File: src/common/timer_dma_burst_defs.vh
`ifndef TIMER_DMA_BURST_DEFS_VH
`define TIMER_DMA_BURST_DEFS_VH

// Register byte offsets on the register bus
`define OFF_CONTROL 8'h48
`define OFF_WINDOW 8'h4C
`define OFF_MODE 8'h50
`define OFF_STATUS 8'h54

// Byte address of the first timer control register
`define FIRST_CONTROL_ADDR 8'h00

// Control register field positions
`define BASE_LSB 0
`define BASE_MSB 4
`define LEN_LSB 8
`define LEN_MSB 12

// Reset values
`define CONTROL_RESET 16'h0000
`define WINDOW_RESET 16'h0000

// AXI response codes
`define RESP_OKAY 2'h0
`define RESP_SLVERR 2'h2

`endif

File: src/verilog/burst_fifo.v
`timescale 1ns/1ps

// Small synchronous FIFO with valid/ready on both sides
module burst_fifo #(
	parameter WIDTH = 24,
	parameter DEPTH = 4,
	parameter AW = 2
) (
	// Clock and reset
	input wire clock,
	input wire nrst,
	// Fill side
	input wire in_valid,
	output wire in_ready,
	input wire [WIDTH-1:0] in_data,
	// Drain side
	output wire out_valid,
	input wire out_ready,
	output wire [WIDTH-1:0] out_data
);
	reg [WIDTH-1:0] mem [0:DEPTH-1]; // Storage
	reg [AW-1:0] wr_ptr; // Write pointer
	reg [AW-1:0] rd_ptr; // Read pointer
	reg [AW:0] count; // Fill level
	wire push; // Entry accepted
	wire pop; // Entry drained

	assign in_ready = (count != DEPTH[AW:0]);
	assign out_valid = (count != {(AW+1){1'b0}});
	assign out_data = mem[rd_ptr];
	assign push = in_valid && in_ready;
	assign pop = out_valid && out_ready;

	// Pointer and level bookkeeping
	always @(posedge clock)
	begin
		if (!nrst)
		begin
			wr_ptr <= {AW{1'b0}};
			rd_ptr <= {AW{1'b0}};
			count <= {(AW+1){1'b0}};
		end
		else
		begin
			if (push)
				wr_ptr <= (wr_ptr == DEPTH[AW-1:0] - 1'b1) ? {AW{1'b0}} : wr_ptr + 1'b1;
			if (pop)
				rd_ptr <= (rd_ptr == DEPTH[AW-1:0] - 1'b1) ? {AW{1'b0}} : rd_ptr + 1'b1;
			if (push && !pop)
				count <= count + 1'b1;
			else if (pop && !push)
				count <= count - 1'b1;
		end
	end

	// Storage write, no reset needed
	always @(posedge clock)
	begin
		if (push)
			mem[wr_ptr] <= in_data;
	end
endmodule

File: src/verilog/timer_dma_burst_window.v
// Behaviour
// [RULE1] Five-bit base offset in control bits 4:0
// [RULE2] Base counts registers from first control register
// [RULE3] Length field bits 12:8 gives N+1 transfers
// [RULE4] Window access hits first control plus 4*(base+index)
// [RULE5] Index advances per transfer, hardware owned
// [RULE6] Word mode: one register per transfer
// [RULE7] Byte mode: high part first, low second
// [RULE8] Window and control reset to zero
// [RULE9] Reserved control bits read zero, ignore writes
// [RULE10] Index restarts at zero, wraps after last
`timescale 1ns/1ps
`include "timer_dma_burst_defs.vh"

module timer_dma_burst_window #(
	parameter ADDR_W = 8,
	parameter FIFO_DEPTH = 4,
	parameter FIFO_AW = 2
) (
	// Clock and reset
	input wire clock,
	input wire nrst,
	// Write address channel
	input wire awvalid,
	output wire awready,
	input wire [ADDR_W-1:0] awaddr,
	input wire [2:0] awprot,
	// Write data channel
	input wire wvalid,
	output wire wready,
	input wire [31:0] wdata,
	input wire [3:0] wstrb,
	// Write response channel
	output wire bvalid,
	input wire bready,
	output reg [1:0] bresp,
	// Read address channel
	input wire arvalid,
	output wire arready,
	input wire [ADDR_W-1:0] araddr,
	input wire [2:0] arprot,
	// Read data channel
	output wire rvalid,
	input wire rready,
	output reg [31:0] rdata,
	output reg [1:0] rresp,
	// Timer register port
	output wire tgt_valid,
	input wire tgt_ready,
	output wire tgt_write,
	output wire [7:0] tgt_addr,
	output wire [15:0] tgt_wdata,
	input wire [15:0] tgt_rdata
);
	// Engine states
	localparam IDLE = 3'd0;
	localparam WPUSH = 3'd1;
	localparam WPUSH2 = 3'd2;
	localparam BRESP = 3'd3;
	localparam RWAIT = 3'd4;
	localparam RREAD = 3'd5;
	localparam RREAD2 = 3'd6;
	localparam RRESP = 3'd7;

	// Control reset value, sliced per field
	localparam [15:0] CONTROL_INIT = `CONTROL_RESET;

	reg [2:0] state; // Engine state
	reg aw_held; // Write address captured
	reg w_held; // Write data captured
	reg [ADDR_W-1:0] aw_addr; // Captured write address
	reg [31:0] w_data; // Captured write data
	reg [3:0] w_strb; // Captured byte lanes
	reg [4:0] base; // Burst base offset
	reg [4:0] len; // Burst length minus one
	reg byte_mode; // Eight-bit data mode
	reg [4:0] idx; // Running burst index
	reg [15:0] rd_hold; // Assembled window read data
	reg [7:0] rd_addr; // Address of current target read
	wire [4:0] next_idx; // Index after one transfer
	wire [5:0] reg_step; // Register step from first control
	wire [7:0] cur_addr; // Byte address of current register
	wire reading; // Target read in progress
	wire fifo_in_valid; // Push request
	wire fifo_in_ready; // FIFO has room
	wire [23:0] fifo_in_data; // Address and data to push
	wire fifo_out_valid; // FIFO holds a write
	wire [23:0] fifo_out_data; // Head entry
	wire [15:0] push_data; // Data of current push
	wire wr_go; // Both write halves present
	wire ar_go; // Read address accepted
	wire [31:0] ctrl_word; // Control register readback

	// Index wraps after the last programmed transfer
	assign next_idx = (idx == len) ? 5'd0 : idx + 5'd1; // [RULE5] [RULE10] [RULE3]

	// Register step is base plus index
	assign reg_step = {1'b0, base} + {1'b0, idx}; // [RULE2]

	// Redirected byte address
	assign cur_addr = `FIRST_CONTROL_ADDR + {reg_step, 2'b00}; // [RULE4]

	// Control word with reserved bits forced low
	assign ctrl_word = {16'h0000, 3'b000, len, 3'b000, base}; // [RULE9]

	// Channel handshakes
	assign awready = !aw_held;
	assign wready = !w_held;
	assign wr_go = aw_held && w_held && (state == IDLE);
	assign arready = (state == IDLE) && !(aw_held && w_held);
	assign ar_go = arvalid && arready;
	assign bvalid = (state == BRESP);
	assign rvalid = (state == RRESP);

	// Byte mode splits the item, high part first
	assign push_data = !byte_mode ? w_data[15:0] : // [RULE6]
		(state == WPUSH) ? {8'h00, w_data[15:8]} : {8'h00, w_data[7:0]}; // [RULE7]

	// Writes queue through the FIFO
	assign fifo_in_valid = (state == WPUSH) || (state == WPUSH2);
	assign fifo_in_data = {cur_addr, push_data};

	// Target port is shared by drained writes and direct reads
	assign reading = (state == RREAD) || (state == RREAD2);
	assign tgt_valid = reading ? 1'b1 : fifo_out_valid;
	assign tgt_write = !reading;
	assign tgt_addr = reading ? rd_addr : fifo_out_data[23:16];
	assign tgt_wdata = fifo_out_data[15:0];

	// Write buffer between window and timer registers
	burst_fifo #(
		.WIDTH(24),
		.DEPTH(FIFO_DEPTH),
		.AW(FIFO_AW)
	) write_queue (
		.clock(clock),
		.nrst(nrst),
		.in_valid(fifo_in_valid),
		.in_ready(fifo_in_ready),
		.in_data(fifo_in_data),
		.out_valid(fifo_out_valid),
		.out_ready(!reading && tgt_ready),
		.out_data(fifo_out_data)
	);

	// Capture write address and data in either order
	always @(posedge clock)
	begin
		if (!nrst)
		begin
			aw_held <= 1'b0;
			w_held <= 1'b0;
			aw_addr <= {ADDR_W{1'b0}};
			w_data <= 32'h0000_0000;
			w_strb <= 4'h0;
		end
		else
		begin
			// Address half
			if (awvalid && !aw_held)
			begin
				aw_held <= 1'b1;
				aw_addr <= awaddr;
			end
			else if (bvalid && bready)
				aw_held <= 1'b0;
			// Data half
			if (wvalid && !w_held)
			begin
				w_held <= 1'b1;
				w_data <= wdata;
				w_strb <= wstrb;
			end
			else if (bvalid && bready)
				w_held <= 1'b0;
		end
	end

	// Main engine: register access and burst sequencing
	always @(posedge clock)
	begin
		if (!nrst)
		begin
			state <= IDLE;
			base <= CONTROL_INIT[`BASE_MSB:`BASE_LSB]; // [RULE8]
			len <= CONTROL_INIT[`LEN_MSB:`LEN_LSB]; // [RULE8]
			byte_mode <= 1'b0;
			idx <= 5'd0;
			rd_hold <= `WINDOW_RESET; // [RULE8]
			rd_addr <= 8'h00;
			bresp <= `RESP_OKAY;
			rdata <= 32'h0000_0000;
			rresp <= `RESP_OKAY;
		end
		else
		begin
			case (state)
				IDLE:
				begin
					if (wr_go)
					begin
						bresp <= `RESP_OKAY;
						// Address decode for writes
						if (aw_addr == `OFF_WINDOW)
							state <= WPUSH;
						else if (aw_addr == `OFF_CONTROL)
						begin
							// Reserved bits are not stored
							if (w_strb[0])
								base <= w_data[`BASE_MSB:`BASE_LSB]; // [RULE1] [RULE9]
							if (w_strb[1])
								len <= w_data[`LEN_MSB:`LEN_LSB]; // [RULE3] [RULE9]
							// New programming starts a new burst
							idx <= 5'd0; // [RULE10]
							state <= BRESP;
						end
						else if (aw_addr == `OFF_MODE)
						begin
							if (w_strb[0])
								byte_mode <= w_data[0];
							state <= BRESP;
						end
						else if (aw_addr == `OFF_STATUS)
							state <= BRESP;
						else
						begin
							// Unmapped address
							bresp <= `RESP_SLVERR;
							state <= BRESP;
						end
					end
					else if (ar_go)
					begin
						rresp <= `RESP_OKAY;
						rdata <= 32'h0000_0000;
						// Address decode for reads
						if (araddr == `OFF_WINDOW)
							state <= RWAIT;
						else if (araddr == `OFF_CONTROL)
						begin
							rdata <= ctrl_word;
							state <= RRESP;
						end
						else if (araddr == `OFF_MODE)
						begin
							rdata <= {31'h0000_0000, byte_mode};
							state <= RRESP;
						end
						else if (araddr == `OFF_STATUS)
						begin
							rdata <= {27'h000_0000, idx};
							state <= RRESP;
						end
						else
						begin
							// Unmapped address
							rresp <= `RESP_SLVERR;
							state <= RRESP;
						end
					end
				end
				WPUSH:
				begin
					// First part of the item enters the queue
					if (fifo_in_ready)
					begin
						idx <= next_idx; // [RULE5]
						state <= byte_mode ? WPUSH2 : BRESP; // [RULE6] [RULE7]
					end
				end
				WPUSH2:
				begin
					// Low byte to the following register
					if (fifo_in_ready)
					begin
						idx <= next_idx; // [RULE7]
						state <= BRESP;
					end
				end
				BRESP:
				begin
					// Hold response until taken
					if (bready)
						state <= IDLE;
				end
				RWAIT:
				begin
					// Queued writes land before any read
					if (!fifo_out_valid)
					begin
						rd_addr <= cur_addr; // [RULE4]
						state <= RREAD;
					end
				end
				RREAD:
				begin
					// First register read
					if (tgt_ready)
					begin
						if (byte_mode)
							rd_hold <= {tgt_rdata[7:0], 8'h00}; // [RULE7]
						else
							rd_hold <= tgt_rdata; // [RULE6]
						idx <= next_idx; // [RULE5]
						if (byte_mode)
						begin
							rd_addr <= `FIRST_CONTROL_ADDR + {({1'b0, base} + {1'b0, next_idx}), 2'b00};
							state <= RREAD2;
						end
						else
						begin
							rdata <= {16'h0000, tgt_rdata};
							state <= RRESP;
						end
					end
				end
				RREAD2:
				begin
					// Second register gives the low byte
					if (tgt_ready)
					begin
						rd_hold <= {rd_hold[15:8], tgt_rdata[7:0]};
						rdata <= {16'h0000, rd_hold[15:8], tgt_rdata[7:0]}; // [RULE7]
						idx <= next_idx; // [RULE5]
						state <= RRESP;
					end
				end
				RRESP:
				begin
					// Hold read data until taken
					if (rready)
						state <= IDLE;
				end
				default:
				begin
					state <= IDLE;
				end
			endcase
		end
	end
endmodule
File: config.mk
export PLATFORM = sky130hd
export DESIGN_NAME = timer_dma_burst_window
export DESIGN_NICKNAME = d
export VERILOG_FILES = /design/src/verilog/burst_fifo.v /design/src/verilog/timer_dma_burst_window.v
export VERILOG_INCLUDE_DIRS = /design/src /design/src/common
export SDC_FILE = /design/constraint.sdc
export NUM_CORES = 1
export LEC_CHECK = 0
export ABC_AREA = 0
export BUFFER_PORTS_ARGS = -buffer_cell sky130_fd_sc_hd__clkbuf_2
export CAP_MARGIN = 30
export CORE_ASPECT_RATIO = 1.4
export CORE_MARGIN = 2
export CORE_UTILIZATION = 40
export DETAILED_ROUTE_END_ITERATION = 12
export HOLD_SLACK_MARGIN = 0.1
export SLEW_MARGIN = 40
export SYNTH_ARGS = -nofsm -noshare
export SYNTH_HDL_FRONTEND = slang
export SYNTH_SLANG_ARGS = --single-unit
File: constraint.sdc
create_clock -name clock -period 3.8 [get_ports clock]
set_clock_uncertainty 0.05 [all_clocks]
set_input_delay 0.19 -clock clock [delete_from_list [all_inputs] [get_ports clock]]
set_output_delay 0.19 -clock clock [all_outputs]
set_load 0.03 [all_outputs]
==> run_results.csv, run 1 <==
group,metric,value,unit
floorplanning,die_h,172,microns
clock_network,clockBufferDepth,2,
yosys,synth-seq-cells,176,
yosys,synthDistinctLibCells,61,
place,place_congestion,0.863,
yosys,synth-edff-count,88,
critical_path,critPathSlowestCell,"dfxtp_1",
yosys,yosysMostFrequentCell,"nand2_1",
grt,grt_pass1_vias,5631,
grt,grt.busiest_layer,"met2",
drt,vias,5718,
clock_network,htreeDepth,4,
critical_path,worstSetupEndpointType,"flip-flop",
yosys,yosysWarnings,0,
clock_network,clock-sinks,176,
final_layout,syn2layout_area_growth,20.7,%
yosys,syn_area,0.00803,sq mm
sta,setup_viol,0,
sta,fmax,323,MHz
clock_network,cts_tree,"done",
critical_path,crit_required,4.12,ns
clock_network,cts_inserted_buffers,17,
grt,grt_max_degree,50,
yosys,synth_area_per_cell,11.3,sq um
place,port_buffers,104,
final_layout,final_core_util,49.0,%
power_and_ir_drop,pwr_density_cell,650,mW/mm^2
yosys,synthArstFlopShare,0,%
drt,totalWireLength,18800,microns
grt,grt_use_total,18.4,%
final_layout,final_area,0.00969,sq mm
final_layout,drive_above_1_share,22.6,%
critical_path,startpoint_type,"flip-flop",
floorplanning,die_area,0.0212,sq mm
floorplanning,io_pins,149,
critical_path,crit_path_cell_trace,"and2b_1, nor2_1, nor2_1, inv_2, and3_1, inv_1, ha_1, inv_1, fa_1, xor2_1, or3_1, a21oi_1",
clock_network,cts_setup_buffers,0,
critical_path,critPathTopFamily,"simple AND/OR/NAND/NOR gates",
sta,hold_viol_final,0,
floorplanning,start_util,40.6,%
drt,detail_route.first_pass.iterations,4,
clock_network,ctsResizeCount,0,
drt,drcViolationCount,0,
yosys,ys.flop_type,"edfxtp_1",
flow_run,drv_cap,0,
clock_network,holdBufCountCts,33,
yosys,synthTopCellsByArea,"edfxtp_1, dfxtp_1, mux4_2",
drt,wl_per_cell,17.0,microns
grt,grt_first_pass_wirelength,29500,microns
yosys,synth_top_cell_area_share,32.9,%
sta,fin_crit_sh,81.6,%
worst_hold_path,hp-class,"in -> reg",
drt,viasPerCell,5.17,
yosys,syn_inst,711,
floorplanning,die_w,124,microns
critical_path,critPathKind,"reg -> reg",
critical_path,worst_path_largest_cell_delay,0.64,ns
sta,rsz0062_at_grt,"no",
power_and_ir_drop,leakage,3.86,nW
place,hpwl,13100,microns
final_layout,antenna_cells,0,
sta,fin_crit,3.10,ns
sta,setup_tns,0,ns
sta,relSlewSlack,52.8,%
clock_network,clkTransAtPathRegs,0.08,ns
place,place_area,0.00873,sq mm
clock_network,clk_latency,0.43,ns
final_layout,fin_nets,944,
sta,tightest_slew,0.705,ns
grt,antenna_found_initial,0,
drt,drt_iter0_markers,354,
power_and_ir_drop,peakVddDrop,0.000288,V
critical_path,cp_data_arrival_time,3.41,ns
critical_path,path_buf_inv,3,
clock_network,root_buffer,"clkbuf_16",
critical_path,crit_fanout,14,
grt,gr-usage-met3,2.95,%
status,status,"finished, final reports clean",
grt,overflow,0,
sta,slew_viol_final,0,
yosys,yosys-top-cells-count,"nand2_1, dfxtp_1, edfxtp_1, nor2_1, a21oi_1",
yosys,synth-seq-area-share,54.9,%
floorplanning,fp-row-count,61,
grt,met2_usage,33.7,%
grt,gr-usage-met1,21.1,%
final_layout,fillers,1796,
drt,ant_nets,0,
floorplanning,coreArea,0.0198,sq mm
power_and_ir_drop,fin_total_pwr,6.30,mW
yosys,synth_area_leader_cell,"edfxtp_1",
cells by family (layout without fill, tap and decap cells):
family	count (synthesis)	after routing	synth area share (%)
simple gates	234	234	13.8
flops	176	176	54.9
compound gates	132	132	10.5
buf+inv	74	199	4.77
mux	59	59	10.9
fa+ha+maj	20	20	3.40
xor+xnor	15	15	1.64
other cells	1	20	0.0467
power by group:
| group | switching (mW) | internal (mW) | leakage (nW) |
|---|---|---|---|
| registers | 0.167 | 2.32 | 1.54 |
| clock network | 0.905 | 0.926 | 0.306 |
| logic | 1.28 | 0.696 | 2.01 |
placed cells by master (no fill, tap or decap), types with 13 or more instances in the layout:
cell type / instances
clkbuf_2: 104
nand2_1: 91
dfxtp_1: 88
edfxtp_1: 88
nor2_1: 61
a21oi_1: 60
dlygate4sd3_1: 33
mux2i_1: 29
mux4_2: 22
conb_1: 20
ha_1: 17
clkbuf_16: 17
inv_1: 15
o21ai_0: 15
a22oi_1: 15
nor2b_1: 14
nor3_1: 13
buf_4: 13
sequential cells by signal, indices dropped and copies added, names as in the netlist, 2 cells and up, named ones only:
name,cells
aw_addr,8
base,5
idx,5
len,5
rd_addr,6
rd_hold,8
rdata,16
state,3
w_data,16
w_strb,2
write_queue.count,3
write_queue.mem,88
write_queue.rd_ptr,2
write_queue.wr_ptr,2
metrics by stage:
stage / hold slack, ns / cells / setup slack [ns]
final: 0.108 / 1107 / 0.701
after global routing: 0.129 / 1107 / 0.467
after CTS: 0.101 / 1107 / 0.689
after detailed placement: 0.374 / 1042 / 0.723
after global placement: 0.372 / 1042 / 0.719
after floorplan: 0.276 / 730 / 1.13
tightest hold or removal path, stage by stage:
cell and delay, ns:
clkbuf_2 0.10, a22oi_1 0.16, a211oi_1 0.09
final cells by class:
type / instances / area (sq um) / area share [%]
clock inverter: 15 / 206 / 2.13
inverter: 17 / 63.8 / 0.659
timing repair buffer: 150 / 948 / 9.79
sequential: 176 / 4400 / 45.5
tap: 252 / 315 / 3.25
multi-input combinational: 480 / 3320 / 34.3
clock buffer: 17 / 425 / 4.39
metal layers:
layer	part of all wire, %	routed length (microns)
met3	2.9	545
met5	0	0
met2	54	10100
met1	41	7620
met4	2.6	486
worst paths after layout:
path | from | to | slack (ns) | cells past startpoint
setup reg to reg | state[1] | write_queue.count[2] | 0.70 | 12
setup / recovery | state[1] | write_queue.count[2] | 0.70 | 12
hold reg to reg | aw_addr[7] | aw_addr[7] | 0.40 | 2
hold / removal | tgt_rdata[4] | rdata[4] | 0.11 | 3
No activity file was read; power rests on OpenSTA's default activity.
==> run 2: changes to the inputs <==
Clock period 3.8 ns to 2.7 ns, I/O delays scaled along.
==> run_results.csv, run 2 (synthesis gave the netlist of run 1 again) <==
group,metric,value,unit
power_and_ir_drop,p_int,5.60,mW
floorplanning,io_pins,149,
place,post-place-ws,0.0594,ns
sta,fmax,384,MHz
power_and_ir_drop,switching_power,3.26,mW
clock_network,clk_latency,0.43,ns
clock_network,clock-sinks,176,
sta,fin_ws,0.0984,ns
clock_network,cts_tree,"done",
place,place_congestion,0.863,
drt,totalWireLength,19000,microns
flow_run,drv_cap,0,
place,dp_cells,1062,
clock_network,root_buffer,"clkbuf_16",
sta,rsz0062_at_grt,"yes",
critical_path,crit_top_cell,"xor2_1",
sta,hold_viol_final,0,
critical_path,worstSetupEndpointType,"flip-flop",
final_layout,final_core_util,50.6,%
floorplanning,coreArea,0.0198,sq mm
final_layout,fin_cells,1142,
sta,fin_crit,2.60,ns
floorplanning,die_h,172,microns
floorplanning,die_w,124,microns
power_and_ir_drop,pwr_density_cell,885,mW/mm^2
drt,vias,5852,
critical_path,crit_required,2.96,ns
grt,overflow,0,
drt,viasPerCell,5.12,
floorplanning,start_util,40.6,%
drt,drt_iter0_markers,379,
final_layout,syn2layout_area_growth,24.7,%
grt,grt_pass1_vias,5802,
sta,setup_viol,0,
final_layout,reg_top3,"write_queue.mem (88), rdata (16), w_data (16)",
power_and_ir_drop,combPwrFrac,32.8,%
clock_network,clockBufferDepth,2,
critical_path,cp_data_arrival_time,2.87,ns
final_layout,fin_nets,979,
grt,grt_first_pass_wirelength,30000,microns
drt,ant_nets,0,
final_layout,final_common_cell,"clkbuf_2",
clock_network,htreeDepth,4,
floorplanning,die_area,0.0212,sq mm
place,hpwl,13500,microns
final_layout,largest_register,"write_queue.mem",
final_layout,final_cell_mix,"clkbuf_2, nand2_1, edfxtp_1, dfxtp_1, nor2_1",
sta,tightest_slew,0.736,ns
drt,drcViolationCount,0,
clock_network,clkTransAtPathRegs,0.08,ns
power_and_ir_drop,leakage,4.00,nW
final_layout,antenna_cells,0,
critical_path,worst_path_largest_cell_delay,0.37,ns
final_layout,fillers,1758,
critical_path,crit_fanout,4,
critical_path,critPathSlowestCell,"nor4_4",
final_layout,drive_above_1_share,24.6,%
critical_path,startpoint_type,"flip-flop",
final_layout,final_area,0.0100,sq mm
grt,grt_use_total,18.7,%
place,place_area,0.00889,sq mm
final_layout,largest_register_ffs,88,
power_and_ir_drop,peakVddDrop,0.000474,V
floorplanning,fp-row-count,61,
power_and_ir_drop,sequentialPowerShare,39.1,%
worst_hold_path,hp-class,"in -> reg",
critical_path,critPathKind,"reg -> reg",
sta,slew_viol_final,0,
sta,relSlewSlack,50.8,%
status,status,"finished, final reports clean",
grt,antenna_found_initial,0,
drt,detail_route.first_pass.iterations,4,
sta,setup_tns,0,ns
power_and_ir_drop,p_clk_share,28.1,%
sta,fin_crit_sh,96.4,%
place,port_buffers,104,
clock_network,cts_inserted_buffers,17,
grt,grt_max_degree,52,
power_and_ir_drop,netSwitchingFraction,36.8,%
critical_path,crit_path_cell_trace,"xor2_1, nor4_4, or2b_1, a22o_1, ha_4, a21o_1, a21oi_2, xor2_1, nor2_1, a211o_1",
drt,wl_per_cell,16.6,microns
run 2: through the flow:
step,hold slack (ns),total power [mW]
finish,0.116,8.86
global route,0.145,9.31
CTS,0.103,8.94
detailed placement,0.314,6.40
global placement,0.318,6.37
floorplan,0.221,5.57
run 2: power by group through the flow:
stage,clock (mW),sequential (mW),combinational [mW]
after CTS,2.53,3.47,2.94
after global routing,2.65,3.52,3.15
after floorplan,0,3.60,1.97
final,2.49,3.46,2.91
after detailed placement,0,3.52,2.88
after global placement,0,3.51,2.85
run 2: worst paths after layout:
| check | start | to | slack [ns] | cells after the start |
|---|---|---|---|---|
| worst max register to register | len[4] | rd_addr[6] | 0.1 | 10 |
| worst max-delay path | len[4] | rd_addr[6] | 0.1 | 10 |
| worst min register to register | aw_addr[7] | aw_addr[7] | 0.40 | 2 |
| worst min-delay path | wvalid | w_held | 0.12 | 4 |
run 2: cell type report:
| type | count | area (sq um) | area share, % |
|---|---|---|---|
| Inverter | 17 | 63.8 | 0.637 |
| Sequential cell | 176 | 4410 | 44.0 |
| Tap cell | 252 | 315 | 3.15 |
| Clock inverter | 15 | 194 | 1.94 |
| Clock buffer | 17 | 425 | 4.25 |
| Timing Repair Buffer | 185 | 1260 | 12.6 |
| Multi-Input combinational cell | 480 | 3350 | 33.4 |
run 2: per-layer routing:
metal | vias up | track usage, % | routed length, microns
met5 | - | 0 | 0
met3 | 27 | 2.29 | 600
li1 | 2872 | - | -
met2 | 137 | 34.8 | 10400
met1 | 2816 | 21.1 | 7600
met4 | 0 | 8.00 | 425
run 2: critical path, delay by kind of cell, from the launching register on:
| family | cells | cell delay, ns |
|---|---|---|
| compound gates | 4 | 0.84 |
| xor+xnor | 2 | 0.32 |
| fa+ha+maj | 1 | 0.23 |
| flops | 1 | 0.34 |
| simple gates | 3 | 0.71 |
run 2: what timing repair did:
action | 4_1_cts | 5_1_grt
endpoints found under the setup margin | 0 | 3
hold buffers | 47 | 0
setup buffers | 0 | 1
endpoints found under the hold margin | 46 | 0
resized for setup | 0 | 7
==> run 3: changes to the inputs <==
Settings changed: ABC_AREA 0 to 1.
==> run_results.csv, run 3 <==
group,metric,value,unit
status,status,"finished, final reports clean",
grt,grt_use_total,20.0,%
final_layout,final_common_cell,"nand2_1",
clock_network,clockBufferDepth,2,
floorplanning,start_util,40.4,%
sta,setup_viol,0,
power_and_ir_drop,peakVddDrop,0.000462,V
final_layout,final_cell_mix,"nand2_1, nor2_1, o21ai_0, inv_1, clkbuf_2",
sta,relSlewSlack,49.4,%
floorplanning,io_pins,149,
grt,overflow,0,
sta,fmax,415,MHz
yosys,synth-seq-cells,176,
place,hpwl,15200,microns
critical_path,regToRegEndpoint,"rd_addr[6]",
drt,totalWireLength,21900,microns
flow_run,drv_cap,0,
yosys,syn_area,0.00849,sq mm
clock_network,clock-sinks,176,
critical_path,cp-endpoint,"tgt_addr[3]",
power_and_ir_drop,p_clk_share,23.2,%
sta,setup_tns,0,ns
power_and_ir_drop,sequentialPowerShare,36.3,%
final_layout,final_core_util,48.9,%
sta,hold_viol_final,0,
clock_network,htreeDepth,4,
clock_network,clkTransAtPathRegs,0.07,ns
grt,antenna_found_initial,0,
sta,fin_crit,2.41,ns
yosys,synth_top_cell_area_share,31.1,%
yosys,synth-edff-count,88,
floorplanning,die_w,127,microns
power_and_ir_drop,netSwitchingFraction,42.6,%
drt,detail_route.first_pass.iterations,5,
yosys,synth_area_leader_cell,"edfxtp_1",
yosys,yosysWarnings,0,
final_layout,largest_register_ffs,88,
critical_path,critPathKind,"reg -> out",
critical_path,ff2ff_setup_slack,0.35,ns
final_layout,drive_above_1_share,14.8,%
yosys,synthArstFlopShare,0,%
final_layout,fillers,2086,
yosys,yosysMostFrequentCell,"nor2_1",
place,port_buffers,104,
sta,fin_crit_sh,89.3,%
power_and_ir_drop,switching_power,4.33,mW
floorplanning,coreArea,0.0210,sq mm
yosys,ys.flop_type,"edfxtp_1",
power_and_ir_drop,combPwrFrac,40.5,%
power_and_ir_drop,leakage,4.55,nW
yosys,yosys-top-cells-count,"nor2_1, nand2_1, o21ai_0, inv_1",
clock_network,cts_inserted_buffers,17,
clock_network,cts_tree,"done",
final_layout,reg_top3,"write_queue.mem (88), rdata (16), w_data (16)",
power_and_ir_drop,pwr_density_cell,989,mW/mm^2
clock_network,clk_latency,0.43,ns
yosys,synthTopCellsByArea,"edfxtp_1, dfxtp_1, nor2_1",
critical_path,timing.rr.start,"idx[3]",
critical_path,crit_required,2.52,ns
final_layout,antenna_cells,0,
drt,drcViolationCount,0,
drt,vias,7183,
drt,ant_nets,0,
yosys,syn_inst,1045,
yosys,synth_area_per_cell,8.13,sq um
yosys,synthDistinctLibCells,40,
critical_path,cp_data_arrival_time,2.23,ns
critical_path,startpoint_type,"flip-flop",
drt,viasPerCell,4.90,
sta,rsz0062_at_grt,"no",
final_layout,largest_register,"write_queue.mem",
sta,slew_viol_final,0,
final_layout,syn2layout_area_growth,21.2,%
grt,grt_first_pass_wirelength,34900,microns
grt,grt_pass1_vias,6945,
critical_path,r2r_cells,12,
drt,drt_iter0_markers,447,
critical_path,worstSetupStartpoint,"state[2]",
worst_hold_path,hp-class,"in -> reg",
critical_path,crit_fanout,19,
floorplanning,fp-row-count,63,
drt,wl_per_cell,14.9,microns
clock_network,root_buffer,"clkbuf_16",
critical_path,worstSetupEndpointType,"output port",
floorplanning,die_h,176,microns
floorplanning,die_area,0.0224,sq mm
place,place_congestion,0.851,
sta,tightest_slew,0.754,ns
power_and_ir_drop,p_int,5.84,mW
yosys,synth-seq-area-share,51.8,%
grt,grt_max_degree,67,
final_layout,fin_nets,1296,
[run 3: cell type report]
| cell class | instances | area [sq um] | share of cell area (%) |
|---|---|---|---|
| Clock inverter | 15 | 135 | 1.31 |
| Tap cell | 260 | 325 | 3.16 |
| Timing Repair Buffer | 171 | 1150 | 11.2 |
| Clock buffer | 17 | 425 | 4.13 |
| Inverter | 125 | 469 | 4.56 |
| Sequential cell | 176 | 4400 | 42.8 |
| Multi-Input combinational cell | 703 | 3380 | 32.9 |
[run 3: worst min path at each step]
stage                          from  cells after the start    endpoint  slack (ns)
after CTS                   arvalid                      4    rresp[1]        0.10
final                       arvalid                      4    rresp[1]        0.08
after detailed placement  awaddr[6]                      3  aw_addr[6]        0.35
after global placement     wdata[0]                      3   w_data[0]        0.34
after global routing        arvalid                      4    rresp[1]        0.10
after floorplan           awaddr[0]                      2  aw_addr[0]        0.25
[run 3: layer usage]
metal	GRT usage, %	part of all wire (%)
met5	0	0
met4	6.14	1.4
met3	2.76	2.8
met2	37.1	53
met1	23.8	43
[run 3: timing repair]
action / in CTS / in global routing
setup buffers: 0 / 0
resized for setup: 0 / 0
hold endpoints to repair: 46 / 0
hold buffers: 46 / 0
[run 3: worst max-delay path, stage by stage (launching register included)]
cell	delay, ns
dfxtp_1	0.54
nand3_2	0.13
nand2_1	0.13
buf_4	0.21
inv_2	0.18
o21ai_0	0.31
clkbuf_2	0.26
[run 3: kinds of logic (layout without fill, tap and decap cells)]
| logic type | after synthesis | count (layout) | synth area share [%] |
|---|---|---|---|
| other cells | 1 | 20 | 0.0441 |
| buf+inv | 185 | 328 | 9.31 |
| simple gates | 448 | 448 | 21.9 |
| flops | 176 | 176 | 51.8 |
| xor+xnor | 5 | 5 | 0.516 |
| fa+ha+maj | 20 | 20 | 3.21 |
| compound gates | 210 | 210 | 13.1 |
[run 3: power by group through the flow]
| stage | Clock [mW] | Combinational, mW | Sequential (mW) |
|---|---|---|---|
| finish | 2.37 | 4.12 | 3.69 |
| CTS | 2.40 | 4.18 | 3.70 |
| global placement | 0 | 4.06 | 3.74 |
| global route | 2.52 | 4.61 | 3.76 |
| floorplan | 0 | 2.72 | 3.93 |
| detailed placement | 0 | 4.11 | 3.75 |
[run 3: per-stage QoR]
| step | instances | worst slack [ns] | area [sq um] | power [mW] | hold slack [ns] |
|---|---|---|---|---|---|
| after global placement | 1389 | 0.411 | 9270 | 7.81 | 0.343 |
| after CTS | 1467 | 0.224 | 10300 | 10.3 | 0.102 |
| final | 1467 | 0.290 | 10300 | 10.2 | 0.0826 |
| after detailed placement | 1389 | 0.394 | 9270 | 7.85 | 0.349 |
| after floorplan | 1064 | 0.276 | 8570 | 6.65 | 0.252 |
| after global routing | 1467 | 0.113 | 10300 | 10.9 | 0.103 |
